**config.mk**
```make
export PLATFORM = sky130hd
export DESIGN_NAME = cttd_core
export DESIGN_NICKNAME = d
export VERILOG_FILES = /design/src/common/cttd_pkg.sv /design/src/common/cttd_alu_if.sv /design/src/verilog/cttd_alu.sv /design/src/verilog/cttd_core.sv
export SDC_FILE = /design/constraint.sdc
export NUM_CORES = 1
export LEC_CHECK = 0
export ABC_AREA = 1
export BUFFER_PORTS_ARGS = -buffer_cell sky130_fd_sc_hd__buf_4
export CORE_MARGIN = 2
export CORE_UTILIZATION = 35
export CTS_BUF_LIST = sky130_fd_sc_hd__clkbuf_8 sky130_fd_sc_hd__clkbuf_16
export DETAILED_ROUTE_END_ITERATION = 8
export GPL_ROUTABILITY_DRIVEN = 0
export PLACE_DENSITY = 0.7
export SLEW_MARGIN = 20
export SYNTH_ARGS = -nofsm -noshare
export SYNTH_HDL_FRONTEND = slang
export SYNTH_SLANG_ARGS = --single-unit
```
**constraint.sdc**
```tcl
create_clock -name i_clk_sys -period 3.2 [get_ports i_clk_sys]
set_input_delay 0.16 -clock i_clk_sys [delete_from_list [all_inputs] [get_ports i_clk_sys]]
set_output_delay 0.16 -clock i_clk_sys [all_outputs]
set_load 0.05 [all_outputs]
```
**src/common/cttd_pkg.sv**
```systemverilog
// Constants, types and opcode values for the test/swap/trap decoder.
// Assumes the core's fetch unit, register file and program store around it.
package cttd_pkg;

    // ************************************************************
    // Widths
    // ************************************************************
    localparam int unsigned CTTD_ADDR_W = 12;

    // ************************************************************
    // Opcodes and low-nibble operand-mode codes
    // ************************************************************
    localparam logic [7:0] OP_XSUB_XX = 8'h28;
    localparam logic [7:0] OP_XSUB_IV = 8'h29;
    localparam logic [7:0] OP_SWAP_R  = 8'hf0;
    localparam logic [7:0] OP_SWAP_PT = 8'hf1;
    localparam logic [7:0] OP_TRAP    = 8'hf2;
    localparam logic [7:0] OP_WDOG    = 8'h5f;
    localparam logic [3:0] HI_TSTN    = 4'h6;
    localparam logic [3:0] HI_TST     = 4'h7;
    localparam logic [3:0] LO_RR      = 4'h2;
    localparam logic [3:0] LO_RIR     = 4'h3;
    localparam logic [3:0] LO_FF      = 4'h4;
    localparam logic [3:0] LO_FIR     = 4'h5;
    localparam logic [3:0] LO_FIM     = 4'h6;
    localparam logic [3:0] LO_IRIM    = 4'h7;
    localparam logic [3:0] LO_XX      = 4'h8;
    localparam logic [3:0] LO_XIM     = 4'h9;

    // ************************************************************
    // Flag byte layout
    // ************************************************************
    localparam int unsigned FLG_C = 7;
    localparam int unsigned FLG_Z = 6;
    localparam int unsigned FLG_S = 5;
    localparam int unsigned FLG_V = 4;
    localparam int unsigned FLG_D = 3;
    localparam int unsigned FLG_H = 2;

    // ************************************************************
    // Cycle counts
    // ************************************************************
    localparam logic [2:0] F_SHORT  = 3'h2;
    localparam logic [2:0] F_FULL   = 3'h3;
    localparam logic [2:0] F_EXT    = 3'h4;
    localparam logic [2:0] F_ONE    = 3'h1;
    localparam logic [2:0] E_DIR    = 3'h3;
    localparam logic [2:0] E_IND    = 3'h4;
    localparam logic [2:0] E_EXT    = 3'h3;
    localparam logic [2:0] E_SWAP_D = 3'h2;
    localparam logic [2:0] E_SWAP_I = 3'h3;
    localparam logic [2:0] E_TRAP   = 3'h6;
    localparam logic [2:0] E_WDOG   = 3'h2;

    // Stack offsets used by the trap push
    localparam logic [11:0] SP_PC_OFS  = 12'h002;
    localparam logic [11:0] SP_FLG_OFS = 12'h003;

    // ************************************************************
    // Types
    // ************************************************************
    typedef enum logic [2:0] {
        CLS_NONE, CLS_XSUB, CLS_SWAP, CLS_TSTN, CLS_TST, CLS_TRAP, CLS_WDOG
    } cttd_cls_e;

    typedef enum logic [1:0] {
        ALU_SUB, ALU_AND, ALU_ANDN, ALU_SWAP
    } cttd_alu_e;

    typedef enum logic [2:0] {
        M_NONE, M_R4, M_R8, M_IR4, M_IR8, M_IMM, M_EXT
    } cttd_mode_e;

    typedef enum logic {
        ST_IDLE = 1'b0,
        ST_EXEC = 1'b1
    } cttd_state_e;

    typedef struct packed {
        cttd_cls_e  cls;
        cttd_alu_e  alu;
        cttd_mode_e dm;
        cttd_mode_e sm;
        logic [2:0] fetch;
        logic [2:0] exec;
    } cttd_dec_s;

endpackage : cttd_pkg

```
**src/common/cttd_alu_if.sv**
```systemverilog
// Interface between the sequencer and its flag/result unit.
// Assumes both ends sit on the same clock; the path is combinational.
`timescale 1ns/100ps
`default_nettype none
interface cttd_alu_if;
    import cttd_pkg::*;
    cttd_alu_e  op;
    logic [7:0] a;
    logic [7:0] b;
    logic [7:0] flags_in;
    logic [7:0] result;
    logic [7:0] flags_out;

    modport seq (output op, a, b, flags_in, input result, flags_out);
    modport alu (input op, a, b, flags_in, output result, flags_out);
endinterface : cttd_alu_if
`default_nettype wire

```
**src/verilog/cttd_alu.sv**
```systemverilog
// Result and flag unit for subtract, mask tests and nibble swap.
// Assumes operands are stable for the cycle in which they are used.
`timescale 1ns/100ps
`default_nettype none
module cttd_alu (
    cttd_alu_if.alu  p
);
    import cttd_pkg::*;

    // ************************************************************
    // Combinational result and flags
    // ************************************************************
    logic [7:0] res;
    logic [8:0] diff;

    // Borrow comes from the ninth bit of a zero-extended difference
    assign diff = {1'b0, p.a} - {1'b0, p.b};

    always_comb begin
        res = 8'h00;
        p.flags_out = p.flags_in;
        case (p.op)
            ALU_SUB: begin
                res = diff[7:0];
                p.flags_out[FLG_C] = diff[8];
                p.flags_out[FLG_V] = (p.a[7] ^ p.b[7])
                                   & (res[7] ^ p.a[7]);
                p.flags_out[FLG_D] = 1'b1;
                p.flags_out[FLG_H] = p.a[3:0] < p.b[3:0];
            end
            ALU_AND: begin
                res = p.a & p.b;
                p.flags_out[FLG_V] = 1'b0;
            end
            ALU_ANDN: begin
                res = ~p.a & p.b;
                p.flags_out[FLG_V] = 1'b0;
            end
            ALU_SWAP: begin
                // C and V are undefined; holding them costs nothing
                res = {p.a[3:0], p.a[7:4]};
            end
            default: res = 8'h00;
        endcase
        p.flags_out[FLG_Z] = (res == 8'h00);
        p.flags_out[FLG_S] = res[7];
    end

    assign p.result = res;
endmodule : cttd_alu
`default_nettype wire

```
**src/verilog/cttd_core.sv**
```systemverilog
// Decode and execute sequencer for extended subtract, nibble swap,
// mask tests, software trap and watchdog refresh.
// Assumes the register file returns read data in the cycle after o_rf_rd,
// and the program store likewise after o_pm_rd.
`timescale 1ns/100ps
`default_nettype none
module cttd_core #(
    parameter int unsigned ADDR_W = cttd_pkg::CTTD_ADDR_W
) (
    input  wire logic        i_clk_sys,
    input  wire logic        i_srst,
    input  wire logic        i_issue,
    input  wire logic [7:0]  i_opcode,
    input  wire logic [23:0] i_opnd,
    input  wire logic [7:0]  i_wr_base,
    input  wire logic [7:0]  i_flags,
    input  wire logic [11:0] i_sp,
    input  wire logic [15:0] i_pc,
    input  wire logic [7:0]  i_rf_rdata,
    input  wire logic [7:0]  i_pm_rdata,
    output logic             o_hit,
    output logic [2:0]       o_fetch_cycles,
    output logic             o_busy,
    output logic             o_rf_rd,
    output logic             o_rf_wr,
    output logic [11:0]      o_rf_addr,
    output logic [7:0]       o_rf_wdata,
    output logic             o_pm_rd,
    output logic [15:0]      o_pm_addr,
    output logic             o_done,
    output logic             o_flags_we,
    output logic [7:0]       o_flags,
    output logic             o_sp_we,
    output logic [11:0]      o_sp,
    output logic             o_pc_we,
    output logic [15:0]      o_pc,
    output logic             o_wdog_refresh
);
    import cttd_pkg::*;

    // Address arithmetic below is written for a 12-bit register space
    if (ADDR_W != CTTD_ADDR_W) begin : g_chk
        $error("cttd_core: ADDR_W must be 12");
    end

    // ************************************************************
    // Decode
    // ************************************************************
    function automatic cttd_dec_s decode(input logic [7:0] op);
        cttd_dec_s d;
        d = '{CLS_NONE, ALU_AND, M_NONE, M_NONE, 3'h0, 3'h0};
        case (op)
            OP_XSUB_XX, OP_XSUB_IV: begin
                d = '{CLS_XSUB, ALU_SUB, M_EXT,
                      (op == OP_XSUB_IV) ? M_IMM : M_EXT,
                      F_EXT, E_EXT};
            end
            OP_SWAP_R:  d = '{CLS_SWAP, ALU_SWAP, M_R8, M_NONE,
                              F_SHORT, E_SWAP_D};
            OP_SWAP_PT: d = '{CLS_SWAP, ALU_SWAP, M_IR8, M_NONE,
                              F_SHORT, E_SWAP_I};
            OP_TRAP:    d = '{CLS_TRAP, ALU_AND, M_NONE, M_NONE,
                              F_SHORT, E_TRAP};
            OP_WDOG:    d = '{CLS_WDOG, ALU_AND, M_NONE, M_NONE,
                              F_ONE, E_WDOG};
            default: begin
                if (op[7:4] == HI_TSTN || op[7:4] == HI_TST) begin
                    d.cls = (op[7:4] == HI_TSTN) ? CLS_TSTN : CLS_TST;
                    d.alu = (op[7:4] == HI_TSTN) ? ALU_ANDN : ALU_AND;
                    // Modes per low nibble
                    case (op[3:0])
                        LO_RR:   d = '{d.cls, d.alu, M_R4, M_R4,
                                       F_SHORT, E_DIR};
                        LO_RIR:  d = '{d.cls, d.alu, M_R4, M_IR4,
                                       F_SHORT, E_IND};
                        LO_FF:   d = '{d.cls, d.alu, M_R8, M_R8,
                                       F_FULL, E_DIR};
                        LO_FIR:  d = '{d.cls, d.alu, M_R8, M_IR8,
                                       F_FULL, E_IND};
                        LO_FIM:  d = '{d.cls, d.alu, M_R8, M_IMM,
                                       F_FULL, E_DIR};
                        LO_IRIM: d = '{d.cls, d.alu, M_IR8, M_IMM,
                                       F_FULL, E_IND};
                        LO_XX:   d = '{d.cls, d.alu, M_EXT, M_EXT,
                                       F_EXT, E_EXT};
                        LO_XIM:  d = '{d.cls, d.alu, M_EXT, M_IMM,
                                       F_EXT, E_EXT};
                        default: d.cls = CLS_NONE;
                    endcase
                end
            end
        endcase
        return d;
    endfunction : decode

    // Location of an operand or of its pointer, by mode
    function automatic logic [11:0] loc(input cttd_mode_e m,
                                        input logic [11:0] f,
                                        input logic [7:0]  wb);
        logic [11:0] a;
        a = 12'h000;
        case (m)
            M_R4, M_IR4: a = {wb, f[3:0]};
            M_R8, M_IR8: a = {4'h0, f[7:0]};
            M_EXT:       a = f;
            default:     a = 12'h000;
        endcase
        return a;
    endfunction : loc

    cttd_dec_s   dec_in;
    assign dec_in         = decode(i_opcode);
    assign o_hit          = (dec_in.cls != CLS_NONE);
    assign o_fetch_cycles = dec_in.fetch;

    // ************************************************************
    // Sequencer state
    // ************************************************************
    cttd_state_e state_r;
    logic [2:0]  step_r;
    logic [7:0]  op_r;
    logic [23:0] opnd_r;
    logic [7:0]  wb_r;
    logic        last;
    cttd_dec_s   dec;

    assign dec    = decode(op_r);
    assign last   = (state_r == ST_EXEC) && (step_r == dec.exec - 3'h1);
    assign o_busy = (state_r == ST_EXEC);

    // Requests while busy are ignored; the fetch unit waits on o_busy
    always_ff @(posedge i_clk_sys) begin
        if (i_srst) begin
            state_r <= ST_IDLE;
            step_r  <= 3'h0;
        end else if (state_r == ST_IDLE) begin
            step_r <= 3'h0;
            if (i_issue && o_hit) begin
                state_r <= ST_EXEC;
            end
        end else if (last) begin
            state_r <= ST_IDLE;
            step_r  <= 3'h0;
        end else begin
            step_r <= step_r + 3'h1;
        end
    end

    // Instruction latch
    always_ff @(posedge i_clk_sys) begin
        if (i_srst) begin
            op_r   <= 8'h00;
            opnd_r <= 24'h000000;
            wb_r   <= 8'h00;
        end else if (state_r == ST_IDLE && i_issue && o_hit) begin
            op_r   <= i_opcode;
            opnd_r <= i_opnd;
            wb_r   <= i_wr_base;
        end
    end

    // ************************************************************
    // Operand fields and addresses
    // ************************************************************
    logic [7:0]  b1;
    logic [7:0]  b2;
    logic [7:0]  b3;
    logic [11:0] dst_f;
    logic [11:0] src_f;
    logic [7:0]  imm;
    logic        dind;
    logic        sind;
    logic        ind;
    logic [2:0]  k;
    logic [7:0]  ptr_r;
    logic [7:0]  ptr_now;
    logic [7:0]  dst_r;
    logic [7:0]  vhi_r;
    logic [11:0] dst_a;
    logic [11:0] src_a;
    logic [15:0] vec_a;

    assign b1 = opnd_r[23:16];
    assign b2 = opnd_r[15:8];
    assign b3 = opnd_r[7:0];

    // Field placement follows the operand-mode byte layouts
    always_comb begin
        dst_f = {4'h0, b1};
        src_f = {4'h0, b2};
        imm   = b2;
        case (dec.dm)
            M_R4:  begin
                dst_f = {8'h00, b1[7:4]};
                src_f = {8'h00, b1[3:0]};
            end
            M_EXT: begin
                dst_f = {b2[3:0], b3};
                src_f = {b1, b2[7:4]};
                imm   = b1;
            end
            default: begin
                if (dec.sm == M_R8 || dec.sm == M_IR8) begin
                    dst_f = {4'h0, b2};
                    src_f = {4'h0, b1};
                end
            end
        endcase
    end

    assign dind    = (dec.dm == M_IR4) || (dec.dm == M_IR8);
    assign sind    = (dec.sm == M_IR4) || (dec.sm == M_IR8);
    assign ind     = dind || sind;
    // Relative step: the pointer read, if any, comes first
    assign k       = step_r - {2'b00, ind};
    // A destination pointer is used straight off the bus in the cycle it arrives; a source pointer comes from ptr_r
    assign ptr_now = (step_r == 3'h1) ? i_rf_rdata : ptr_r;
    assign dst_a   = dind ? {4'h0, ptr_now}
                          : loc(dec.dm, dst_f, wb_r);
    assign src_a   = sind ? {4'h0, ptr_r}
                          : loc(dec.sm, src_f, wb_r);
    assign vec_a   = {7'h00, b1, 1'b0};

    // Pointer, destination and vector-high captures
    always_ff @(posedge i_clk_sys) begin
        if (i_srst) begin
            ptr_r <= 8'h00;
            dst_r <= 8'h00;
            vhi_r <= 8'h00;
        end else if (o_busy) begin
            if (ind && step_r == 3'h1) ptr_r <= i_rf_rdata;
            if (k == 3'h1) dst_r <= i_rf_rdata;
            if (dec.cls == CLS_TRAP && step_r == 3'h4) vhi_r <= i_pm_rdata;
        end
    end

    // ************************************************************
    // Bus strobes and result unit
    // ************************************************************
    cttd_alu_if alu_b ();
    cttd_alu u_alu (.p(alu_b));

    assign alu_b.op       = dec.alu;
    assign alu_b.flags_in = i_flags;
    assign alu_b.a        = (dec.cls == CLS_SWAP) ? i_rf_rdata : dst_r;
    assign alu_b.b        = (dec.sm == M_IMM) ? imm : i_rf_rdata;

    always_comb begin
        o_rf_rd    = 1'b0;
        o_rf_wr    = 1'b0;
        o_rf_addr  = 12'h000;
        o_rf_wdata = 8'h00;
        o_pm_rd    = 1'b0;
        o_pm_addr  = 16'h0000;
        if (o_busy) begin
            case (dec.cls)
                CLS_TRAP: begin
                    // Push PC high/low, then flags below it
                    case (step_r)
                        3'h0: begin
                            o_rf_wr    = 1'b1;
                            o_rf_addr  = i_sp - SP_PC_OFS;
                            o_rf_wdata = i_pc[15:8];
                        end
                        3'h1: begin
                            o_rf_wr    = 1'b1;
                            o_rf_addr  = i_sp - SP_PC_OFS + 12'h001;
                            o_rf_wdata = i_pc[7:0];
                        end
                        3'h2: begin
                            o_rf_wr    = 1'b1;
                            o_rf_addr  = i_sp - SP_FLG_OFS;
                            o_rf_wdata = i_flags;
                        end
                        3'h3: begin
                            o_pm_rd   = 1'b1;
                            o_pm_addr = vec_a;
                        end
                        3'h4: begin
                            o_pm_rd   = 1'b1;
                            o_pm_addr = vec_a + 16'h0001;
                        end
                        default: o_pm_rd = 1'b0;
                    endcase
                end
                CLS_WDOG, CLS_NONE: o_rf_rd = 1'b0;
                default: begin
                    if (ind && step_r == 3'h0) begin
                        o_rf_rd   = 1'b1;
                        o_rf_addr = loc(dind ? dec.dm : dec.sm,
                                        dind ? dst_f : src_f, wb_r);
                    end else if (k == 3'h0) begin
                        o_rf_rd   = 1'b1;
                        o_rf_addr = dst_a;
                    end else if (k == 3'h1 && dec.cls == CLS_SWAP) begin
                        o_rf_wr    = 1'b1;
                        o_rf_addr  = dst_a;
                        o_rf_wdata = alu_b.result;
                    end else if (k == 3'h1) begin
                        o_rf_rd   = (dec.sm != M_IMM);
                        o_rf_addr = src_a;
                    end else if (k == 3'h2 && dec.cls == CLS_XSUB) begin
                        o_rf_wr    = 1'b1;
                        o_rf_addr  = dst_a;
                        o_rf_wdata = alu_b.result;
                    end
                end
            endcase
        end
    end

    // ************************************************************
    // Commit: one pulse after the last execute cycle
    // ************************************************************
    always_ff @(posedge i_clk_sys) begin
        if (i_srst) begin
            o_done     <= 1'b0;
            o_flags_we <= 1'b0;
            o_flags    <= 8'h00;
            o_sp_we    <= 1'b0;
            o_sp       <= 12'h000;
            o_pc_we    <= 1'b0;
            o_pc       <= 16'h0000;
        end else begin
            o_done     <= last;
            // Trap and refresh leave the flags alone
            o_flags_we <= last && dec.cls != CLS_TRAP
                               && dec.cls != CLS_WDOG;
            o_sp_we    <= last && dec.cls == CLS_TRAP;
            o_pc_we    <= last && dec.cls == CLS_TRAP;
            if (last) begin
                o_flags <= alu_b.flags_out;
                o_sp    <= i_sp - SP_FLG_OFS;
                o_pc    <= {vhi_r, i_pm_rdata};
            end
        end
    end

    // Refresh pulse to the watchdog, once per opcode
    always_ff @(posedge i_clk_sys) begin
        if (i_srst) begin
            o_wdog_refresh <= 1'b0;
        end else begin
            o_wdog_refresh <= o_busy && dec.cls == CLS_WDOG
                              && step_r == 3'h0;
        end
    end
endmodule : cttd_core
`default_nettype wire

```
==> results.ini, run 1 <==
[status]
run_status = finished, violations left
failed_checks = setup timing

[route]
vias_per_cell = 5.381
detail_route.wl_per_cell_um = 16.59
drcViolationCount = 0
first_drt_pass_iteration_count = 7
dr_vias = 10170
drt_iter0_drc = 944
totalWireLength_um = 31360
detail-route-antenna-nets = 0

[power_and_ir_drop]
p_sw_w = 0.0009208
power_report.internal_total_w = 0.002121
power_per_cell_area_nw_per_um2 = 250.8
share_clk_of_total_power_pct = 39.2
power.share.sequential_pct = 45.1
logic_pwr_share_pct = 15.7
peakVddDrop_mv = 0.2115
cellLeakagePower_nw = 5.498
switching_share_pct = 30.27

[die]
die_w_um = 156.4
core_area_sq_um = 22710
ios = 180
design.die.area_sq_um = 24450
floorplan.initialDensity_pct = 35.79
core.rowCount = 55
dieHeight_um = 156.4

[yosys]
synth_cells = 1305
synthArstFlopShare_pct = 0
synth_top_cell_by_area = sky130_fd_sc_hd__dfxtp_1
post_synth.cell_area_avg_sq_um = 6.227
synth_edf_count = 0
synth.yosys.seq_area_share_pct = 26.61
synth_area_sq_um = 8127
ys_seq_elements = 108
synth_unique_cells = 49
synthTopCellsByArea = sky130_fd_sc_hd__dfxtp_1, sky130_fd_sc_hd__nand2_1, sky130_fd_sc_hd__o21ai_0
synth_flop_cell = sky130_fd_sc_hd__dfxtp_1
yosys.area.top_type_share_pct = 26.61
synth_warnings = 0

[clocking]
cts-htree-levels = 3
clkTransAtPathRegs_ns = 0.08
clockRootBuffer = sky130_fd_sc_hd__clkbuf_16
cts_max_path_buffers = 2
cts_sinks = 108
clk-insertion-delay-late_ns = 0.37
hold_buf_cts = 0
cts_tree = built
cts-buffers-inserted = 9

[place]
detailed_place_hpwl_um = 22770
post_place_setup_slack_ns = -0.2933
io_buffers = 172
placed_area_sq_um = 10520
post_place_cells = 1804

[grt]
grt_pass1_vias = 9322
grt_antenna_before_repair = 0
grt_first_pass_wirelength_um = 47290
grt_resource_usage_total_pct = 24.08
globalRouteOverflowTotal = 0
grt_max_degree = 64

[sta]
final_hold_violations = 0
fmax_mhz = 264.9
maxSlewHeadroom_pct = 50.88
timing.final.ws_setup_ns = -0.5749
unrepaired_setup_endpoints_after_global_routing = yes
final_period_minus_worst_setup_slack_ns = 3.775
timing.final.setup_violations = 27
worst_slew_pin_slew_ns = 0.7360
skew_ns = 0.01066
finalCritPeriodShare_pct = 118.0
finalMaxSlewViolations = 0
fin_setup_tns_ns = -12.49

[critical_path]
crit_path_max_fanout = 6
endpoint_required_time_on_the_critical_path_ns = 3.04
timing.critical_path.to_type = primary output
setup.worst_path.start_class = flop
setup.worst_path.class = reg -> out
critPathArrivalTime_ns = 3.61

[min_path]
hold_path.class = in -> reg

[cells_and_area]
antenna_cells = 0
drive_gt1_share_pct = 34.70
synthToLayoutAreaGrowth_pct = 49.24
fin_cells = 1890
design_area_sq_um = 12130
final_nets = 1721

[job]
reported_max_cap_violation_count = 0

[cells by family after synthesis]
kind of cell	after synthesis	share of synthesized area, %
adders and majority gates	26	4.095
AOI/OAI and AO/OA	356	25.17
xor gates and xnor gates	25	2.694
other	1	0.04615
buffers and inverters	237	11.98
and+or+nand+nor	552	29.41
DFF	108	26.61
[registers in the layout (all words and copies together), names as in the netlist]
name and count:
vhi_r 8, ptr_r 8, o_pc_we 1, step_r 3
o_sp 12, o_wdog_refresh 1, opnd_r 24, o_done 1
dst_r 8, o_busy 1, o_flags_we 1, wb_r 8
op_r 8, o_pc 16, o_flags 8
[metrics by stage]
| stage | hold WS [ns] | total power, W | utilization, % |
|---|---|---|---|
| 3_3_place_gp | 0.3861 | 0.001823 | 46.31 |
| 3_5_place_dp | 0.3943 | 0.001828 | 46.31 |
| 2_1_floorplan | 0.2291 | 0.001633 | - |
| 6_report | 0.02229 | 0.003041 | 53.41 |
| 5_1_grt | 0.03055 | 0.003142 | 53.41 |
| 4_1_cts | 0.02231 | 0.003034 | 51.55 |
[worst paths after layout]
kind,start,end,slack (ns),cells after the start
worst max-delay path,op_r[2],o_rf_wdata[3],-0.57,23
worst min-delay path,i_opnd[2],opnd_r[2],0.02,3
worst max register to register,op_r[2],o_flags[2],-0.52,24
worst min register to register,vhi_r[2],vhi_r[2],0.45,2
[what timing repair did]
item / CTS / global route
resized for setup: 147 / 67
pin swaps: 64 / 48
setup buffers: 51 / 23
cloned: 1 / 0
setup endpoints to repair: 24 / 35
[routing by layer]
metal,track usage (%),part of all wire (%)
met1,30.49,42
met2,40.32,46
met3,5.040,9.2
met4,8.912,3.4
met5,0,0
[area by class of cell]
| type | instances | area, sq um |
|---|---|---|
| fillers | 2145 | 10580 |
| multi-input cells | 966 | 5822 |
| repair buffers | 343 | 2769 |
| flip-flops and latches | 108 | 2190 |
| inverters | 172 | 679.4 |
| well taps | 285 | 356.6 |
| clock buffers | 9 | 225.2 |
| clock inverters | 7 | 86.33 |
[layout by cell type, fill, tap and decap left out, drive strengths merged, types with 18 or more instances in the layout]
master / netlist / final
o21ai: 147 / 147
nand3: 70 / 70
dfxtp: 108 / 108
ha: 25 / 25
a21oi: 126 / 126
nand2: 324 / 324
o221ai: 18 / 18
nor2: 132 / 132
xor2: 22 / 22
o211ai: 25 / 25
inv: 169 / 172
buf: 28 / 343
[critical path, cell delays in order (launching register included)]
cell and delay [ns]:
sky130_fd_sc_hd__dfxtp_4 0.38, sky130_fd_sc_hd__nor2_4 0.22, sky130_fd_sc_hd__buf_4 0.15, sky130_fd_sc_hd__nand3_1 0.07
sky130_fd_sc_hd__nor2_1 0.12, sky130_fd_sc_hd__nor2_1 0.09, sky130_fd_sc_hd__nand2_4 0.11, sky130_fd_sc_hd__nand2_8 0.06
sky130_fd_sc_hd__buf_4 0.15, sky130_fd_sc_hd__nor2_4 0.09, sky130_fd_sc_hd__inv_2 0.06, sky130_fd_sc_hd__nand2_4 0.07
sky130_fd_sc_hd__ha_4 0.13, sky130_fd_sc_hd__ha_4 0.15, sky130_fd_sc_hd__xor2_4 0.23, sky130_fd_sc_hd__nor3_4 0.08
sky130_fd_sc_hd__buf_6 0.13, sky130_fd_sc_hd__nor2_4 0.14, sky130_fd_sc_hd__clkinv_4 0.09, sky130_fd_sc_hd__a21oi_4 0.29
sky130_fd_sc_hd__inv_2 0.12, sky130_fd_sc_hd__o221ai_4 0.09, sky130_fd_sc_hd__inv_2 0.06, sky130_fd_sc_hd__buf_8 0.15
[power groups by stage]
stage | clock (W) | sequential (W) | combinational (W)
after CTS | 0.00121 | 0.00137 | 0.000453
after global placement | 0 | 0.00140 | 0.000419
final | 0.00119 | 0.00137 | 0.000478
after detailed placement | 0 | 0.00140 | 0.000423
after floorplan | 0 | 0.00140 | 0.000232
after global routing | 0.00125 | 0.00137 | 0.000518
[cell usage after synthesis, types with 12 or more instances]
library cell	number
sky130_fd_sc_hd__a21oi_1	119
sky130_fd_sc_hd__buf_4	12
sky130_fd_sc_hd__clkbuf_1	37
sky130_fd_sc_hd__dfxtp_1	108
sky130_fd_sc_hd__ha_1	25
sky130_fd_sc_hd__inv_1	155
sky130_fd_sc_hd__inv_2	13
sky130_fd_sc_hd__nand2_1	310
sky130_fd_sc_hd__nand3_1	63
sky130_fd_sc_hd__nor2_1	120
sky130_fd_sc_hd__o211ai_1	24
sky130_fd_sc_hd__o21ai_0	132
sky130_fd_sc_hd__o21ai_1	14
sky130_fd_sc_hd__o221ai_1	18
sky130_fd_sc_hd__xor2_1	22
Note: power is estimated with default switching activity, not from simulation.
==> run 2, diff against run 1 <==
--- a/config.mk
+++ b/config.mk
@@ -12,6 +12,7 @@
 export CTS_BUF_LIST = sky130_fd_sc_hd__clkbuf_8 sky130_fd_sc_hd__clkbuf_16
 export DETAILED_ROUTE_END_ITERATION = 8
 export GPL_ROUTABILITY_DRIVEN = 0
+export HOLD_SLACK_MARGIN = 0.06
 export PLACE_DENSITY = 0.7
 export SLEW_MARGIN = 20
 export SYNTH_ARGS = -nofsm -noshare
==> run 2 against run 1 <==
Effect of this change: the run still ends with setup timing left; highest routed layer unchanged; critical path depth is the same; first-iteration DRC count shrank 2.4%; register-to-register slack is essentially flat; total power grew 0.57%; flip-flop and latch count is the same.
==> results.ini, run 2 (synthesis gave the netlist of run 1 again) <==
[clocking]
cts_sinks = 108
cts-htree-levels = 3
cts_max_path_buffers = 2
clkTransAtPathRegs_ns = 0.09
cts_tree = built
clockRootBuffer = sky130_fd_sc_hd__clkbuf_16
cts-buffers-inserted = 9
clk-insertion-delay-late_ns = 0.37

[cells_and_area]
registers.top_by_ff_count = opnd_r
fin_cells = 1911
fillers = 2118
drive_gt1_share_pct = 34.26
antenna_cells = 0
final_nets = 1742
reg.largest.list = opnd_r: 24 flops, o_pc: 16 flops, o_sp: 12 flops
fin_util_pct = 54.33
design_area_sq_um = 12340
synthToLayoutAreaGrowth_pct = 51.82
most_common_library_cell_in_the_layout_ignoring_fill_and_taps = sky130_fd_sc_hd__buf_4
most-common-layout-cells = sky130_fd_sc_hd__buf_4, sky130_fd_sc_hd__nand2_1, sky130_fd_sc_hd__inv_1, sky130_fd_sc_hd__o21ai_0, sky130_fd_sc_hd__nor2_1
largest_register_ffs = 24

[sta]
final_hold_violations = 0
fmax_mhz = 265.3
timing.final.ws_setup_ns = -0.5688
skew_ns = 0.01009
fin_setup_tns_ns = -12.27
finalMaxSlewViolations = 0
worst_slew_pin_slew_ns = 0.7378
finalCritPeriodShare_pct = 117.8
final_period_minus_worst_setup_slack_ns = 3.769
maxSlewHeadroom_pct = 50.76
unrepaired_setup_endpoints_after_global_routing = yes
timing.final.setup_violations = 27

[min_path]
worst_hold_startpoint = i_sp[0]
min_delay_worst_endpoint = o_sp[0]
hold_path_depth = 2
hold_path.class = in -> reg

[die]
dieHeight_um = 156.4
design.die.area_sq_um = 24450
ios = 180
die_w_um = 156.4
floorplan.initialDensity_pct = 35.79
core_area_sq_um = 22710
core.rowCount = 55

[power_and_ir_drop]
power.share.sequential_pct = 44.8
switching_share_pct = 30.13
logic_pwr_share_pct = 16.3
peakVddDrop_mv = 0.2113
p_sw_w = 0.0009215
power_report.internal_total_w = 0.002137
cellLeakagePower_nw = 5.586
power_per_cell_area_nw_per_um2 = 247.9
share_clk_of_total_power_pct = 38.9

[route]
detail_route.wl_per_cell_um = 16.46
totalWireLength_um = 31460
dr_wl_met2_um = 14390
first_drt_pass_iteration_count = 6
wl_met1_um = 13170
dr_vias = 10190
drcViolationCount = 0
highest-signal-layer = met4
met3RoutedLength_um = 2810
drt_iter0_drc = 921
detail-route-antenna-nets = 0
vias_per_cell = 5.332

[place]
io_buffers = 172
post_place_cells = 1804
detailed_place_hpwl_um = 22770
placed_area_sq_um = 10520
post_place_setup_slack_ns = -0.2933

[critical_path]
worstRegToRegCells = 24
endpoint_required_time_on_the_critical_path_ns = 3.04
crit_path_max_fanout = 6
worst-r2r-setup-slack_ns = -0.51
setup.worst_path.class = reg -> out
critPathArrivalTime_ns = 3.61
timing.critical_path.to_type = primary output
setup.worst_path.start_class = flop
regToRegStartpoint = op_r[2]
r2r_end = o_flags[2]

[grt]
grt_resource_usage_total_pct = 24.20
grt_max_degree = 64
globalRouteOverflowTotal = 0
grt_antenna_before_repair = 0
grt_first_pass_wirelength_um = 47520
grt_pass1_vias = 9399

[status]
failed_checks = setup timing
run_status = finished, violations left

[job]
reported_max_cap_violation_count = 0

-- run 2: critical path, cell delays in order (launching register included) --
cell	delay, ns
sky130_fd_sc_hd__dfxtp_4	0.38
sky130_fd_sc_hd__nor2_4	0.22
sky130_fd_sc_hd__buf_4	0.15
sky130_fd_sc_hd__nand3_1	0.07
sky130_fd_sc_hd__nor2_1	0.12
sky130_fd_sc_hd__nor2_1	0.09
sky130_fd_sc_hd__nand2_4	0.11
sky130_fd_sc_hd__nand2_8	0.06
sky130_fd_sc_hd__buf_4	0.15
sky130_fd_sc_hd__nor2_4	0.09
sky130_fd_sc_hd__inv_2	0.06
sky130_fd_sc_hd__nand2_4	0.07
sky130_fd_sc_hd__ha_4	0.13
sky130_fd_sc_hd__ha_4	0.15
sky130_fd_sc_hd__xor2_4	0.23
sky130_fd_sc_hd__nor3_4	0.08
sky130_fd_sc_hd__buf_6	0.13
sky130_fd_sc_hd__nor2_4	0.13
sky130_fd_sc_hd__clkinv_4	0.09
sky130_fd_sc_hd__a21oi_4	0.29
sky130_fd_sc_hd__inv_2	0.12
sky130_fd_sc_hd__o221ai_4	0.09
sky130_fd_sc_hd__inv_2	0.06
sky130_fd_sc_hd__buf_8	0.15
-- run 2: cell type report --
class	instances	area (sq um)	area share [%]
Clock buffer	9	225.2	1.825
Multi-Input combinational cell	966	5822	47.19
Inverter	172	679.4	5.507
Sequential cell	108	2190	17.75
Timing Repair Buffer	364	2979	24.15
Tap cell	285	356.6	2.890
Clock inverter	7	86.33	0.6997
-- run 2: layer usage --
metal / vias to the layer above / track usage (%)
met5: - / 0
met4: 0 / 8.912
met3: 94 / 5.012
met2: 523 / 40.82
met1: 4660 / 30.44
li1: 4912 / -
-- run 2: power groups by stage --
stage / Sequential [W] / Combinational, W / Clock (W)
after floorplan: 0.00140 / 0.000232 / 0
after global placement: 0.00140 / 0.000419 / 0
after detailed placement: 0.00140 / 0.000423 / 0
after CTS: 0.00137 / 0.000473 / 0.00121
after global routing: 0.00137 / 0.000540 / 0.00125
final: 0.00137 / 0.000498 / 0.00119
-- run 2: timing repair --
item                                    4_1_cts  5_1_grt
cloned                                        1        0
hold endpoints to repair                     24        0
setup buffers                                51       23
hold buffers                                 21        0
endpoints found under the setup margin       24       35
pin swaps                                    64       48
gates resized for setup                     147       67
-- run 2: how the worst max path moves through the flow --
stage / slack (ns) / end / cells past startpoint / start
floorplan: -0.17 / o_rf_wdata[0] / 20 / op_r[1]
global placement: -0.26 / o_rf_wdata[4] / 25 / op_r[3]
detailed placement: -0.29 / o_rf_wdata[4] / 23 / op_r[5]
CTS: -0.38 / o_rf_wdata[7] / 22 / op_r[3]
global route: -0.71 / o_rf_addr[0] / 22 / op_r[2]
finish: -0.57 / o_rf_wdata[3] / 23 / op_r[2]
-- run 2: stage by stage --
step / power (W) / hold slack (ns)
floorplan: 0.001633 / 0.2291
global placement: 0.001823 / 0.3861
detailed placement: 0.001828 / 0.3943
CTS: 0.003054 / 0.06216
global route: 0.003164 / 0.08132
finish: 0.003059 / 0.06671
==> run 3, diff against run 2 <==
--- a/config.mk
+++ b/config.mk
@@ -18,3 +18,4 @@
 export SYNTH_ARGS = -nofsm -noshare
 export SYNTH_HDL_FRONTEND = slang
 export SYNTH_SLANG_ARGS = --single-unit
+export TNS_END_PERCENT = 5
==> run 3 against run 2 <==
Effect of this change: the flow still finishes with violations (setup timing); via count decreased by 2.7%; non-clock buffer count decreased by 31; design area decreased by 5.3%; final cell count decreased by 1.5%; utilization decreased by 2.9 points; first-iteration DRC count increased by 7.5%; total power decreased by 4.4%; flip-flop and latch count unchanged; register-to-register slack improved by 0.39 ns; sequential share of layout area increased by 1.0 points; critical path type unchanged; critical endpoint is now o_rf_wdata[4]; largest cell class unchanged; largest power group unchanged; highest routed layer unchanged.
==> results.ini, run 3 (synthesis gave the netlist of run 1 again) <==
[grt]
grt_first_pass_wirelength_um = 47620
grt_antenna_before_repair = 0
grt_max_degree = 61
globalRouteOverflowTotal = 0
grt_pass1_vias = 9218
grt_resource_usage_total_pct = 24.51

[critical_path]
endpoint_required_time_on_the_critical_path_ns = 3.04
path_cells = inv_1 -> nand2_2 -> o21ai_2 -> inv_1 -> o21ai_1 -> nand2_1 -> nand2_2 -> nand3_4 -> inv_4 -> o211ai_1 -> o21ai_1 -> inv_1 -> ha_2 -> fa_2 -> inv_2 -> nand4_1 -> nand2_1 -> nand2_1 -> nand3_1 -> nand2_1 -> o21ai_1 -> inv_1 -> buf_6
timing.critical_path.to_type = primary output
setup.worst_path.start_class = flop
regToRegStartpoint = op_r[3]
cpPeakStageDelay_ns = 0.38
setup.worst_path.class = reg -> out
count_of_buffering_cells_on_the_critical_path_with_inverters_included = 7
cell_with_the_largest_stage_delay_on_the_worst_path = sky130_fd_sc_hd__dfxtp_4
setup.worst_path.start = op_r[3]
crit_path_max_fanout = 6
critPathArrivalTime_ns = 3.58
worst_path_dominant_cell_family = simple AND/OR/NAND/NOR gates

[cells_and_area]
regArea_sq_um = 2190
most-common-layout-cells = sky130_fd_sc_hd__nand2_1, sky130_fd_sc_hd__buf_4, sky130_fd_sc_hd__inv_1, sky130_fd_sc_hd__o21ai_0, sky130_fd_sc_hd__nor2_1
fin_util_pct = 51.43
combined_area_of_the_multi_input_logic_cells_sq_um = 5535
drive_gt1_share_pct = 30.06
synthToLayoutAreaGrowth_pct = 43.71
largest_register_ffs = 24
antenna_cells = 0
final_nets = 1714
fillers = 2215
most_common_library_cell_in_the_layout_ignoring_fill_and_taps = sky130_fd_sc_hd__nand2_1
fin_cells = 1882
registers.top_by_ff_count = opnd_r
reg.largest.list = opnd_r: 24 flops, o_pc: 16 flops, o_sp: 12 flops

[clocking]
clkTransAtPathRegs_ns = 0.07
cts_max_path_buffers = 2
clk-insertion-delay-late_ns = 0.36
cts_tree = built
cts_sinks = 108
cts-htree-levels = 3
clockRootBuffer = sky130_fd_sc_hd__clkbuf_16
cts-buffers-inserted = 9

[route]
detail-route-antenna-nets = 0
met3RoutedLength_um = 2640
drcViolationCount = 0
dr_wl_met2_um = 13480
highest-signal-layer = met4
first_drt_pass_iteration_count = 5
totalWireLength_um = 30350
detail_route.wl_per_cell_um = 16.13
dr_vias = 9912
drt_iter0_drc = 990
wl_met1_um = 13280
vias_per_cell = 5.267

[sta]
finalCritPeriodShare_pct = 116.8
worst_slew_pin_slew_ns = 0.7580
unrepaired_setup_endpoints_after_global_routing = yes
fmax_mhz = 267.5
timing.final.setup_violations = 23
timing.final.ws_setup_ns = -0.5388
finalMaxSlewViolations = 0
final_period_minus_worst_setup_slack_ns = 3.739
final_hold_violations = 0
maxSlewHeadroom_pct = 49.41
final.hold.worst_slack_ns = 0.07964
skew_ns = 0.01176

[power_and_ir_drop]
peakVddDrop_mv = 0.1995
cellLeakagePower_nw = 5.341
power_per_cell_area_nw_per_um2 = 250.4

[place]
detailed_place_hpwl_um = 22720
post_place_cells = 1814
io_buffers = 172

[die]
core.rowCount = 55
floorplan.initialDensity_pct = 35.79
core_area_sq_um = 22710
dieHeight_um = 156.4
design.die.area_sq_um = 24450
ios = 180
die_w_um = 156.4

[status]
run_status = finished, violations left
failed_checks = setup timing

[min_path]
hold_path.class = in -> reg
worst_hold_startpoint = i_flags[0]

[job]
reported_max_cap_violation_count = 0

## run 3: routing by layer
| layer | up-vias | track usage (%) |
|---|---|---|
| met5 | - | 0 |
| met4 | 0 | 9.000 |
| met3 | 69 | 3.988 |
| met2 | 543 | 40.03 |
| met1 | 4441 | 32.58 |
| li1 | 4859 | - |
## run 3: final timing paths
path / cells after the start / to / slack (ns)
min reg2reg: 2 / vhi_r[1] / 0.45
max reg2reg: 25 / o_flags[6] / -0.12
max: 23 / o_rf_wdata[4] / -0.54
min: 3 / o_flags[0] / 0.08
## run 3: tightest hold or removal path, stage by stage
cell and delay (ns):
sky130_fd_sc_hd__buf_4 0.08, sky130_fd_sc_hd__inv_1 0.04, sky130_fd_sc_hd__o21ai_0 0.13
## run 3: power by group
part / switching [W] / internal (W)
Combinational: 0.000274 / 0.000210
Sequential: 0.0000153 / 0.00136
Clock: 0.000543 / 0.000525
Total: 0.000833 / 0.00209
## run 3: per-stage QoR
step	setup WS (ns)	TNS, ns	total power [W]	cell area, sq um
2_1_floorplan	-0.5487	-9.944	0.001628	8213
3_3_place_gp	-0.3108	-3.765	0.001821	10380
3_5_place_dp	-0.3674	-6.760	0.001827	10390
4_1_cts	-0.4208	-7.227	0.002930	11450
5_1_grt	-0.7267	-20.37	0.003045	11680
6_report	-0.5388	-9.949	0.002924	11680
## run 3: area by class of cell
| class | instances | area share (%) |
|---|---|---|
| timing repair inverter | 1 | 0.06428 |
| inverter | 172 | 5.678 |
| clock buffer | 9 | 1.928 |
| sequential | 108 | 18.75 |
| tap | 285 | 3.053 |
| timing repair buffer | 333 | 22.76 |
| clock inverter | 6 | 0.3750 |
| multi-input combinational | 968 | 47.40 |
## run 3: what timing repair did
action,4_1_cts,5_1_grt
cloned,3,0
setup endpoints to repair,26,53
setup buffers,21,9
endpoints found under the hold margin,23,0
gates resized for setup,110,41
hold buffers,20,0
pin swaps,36,39
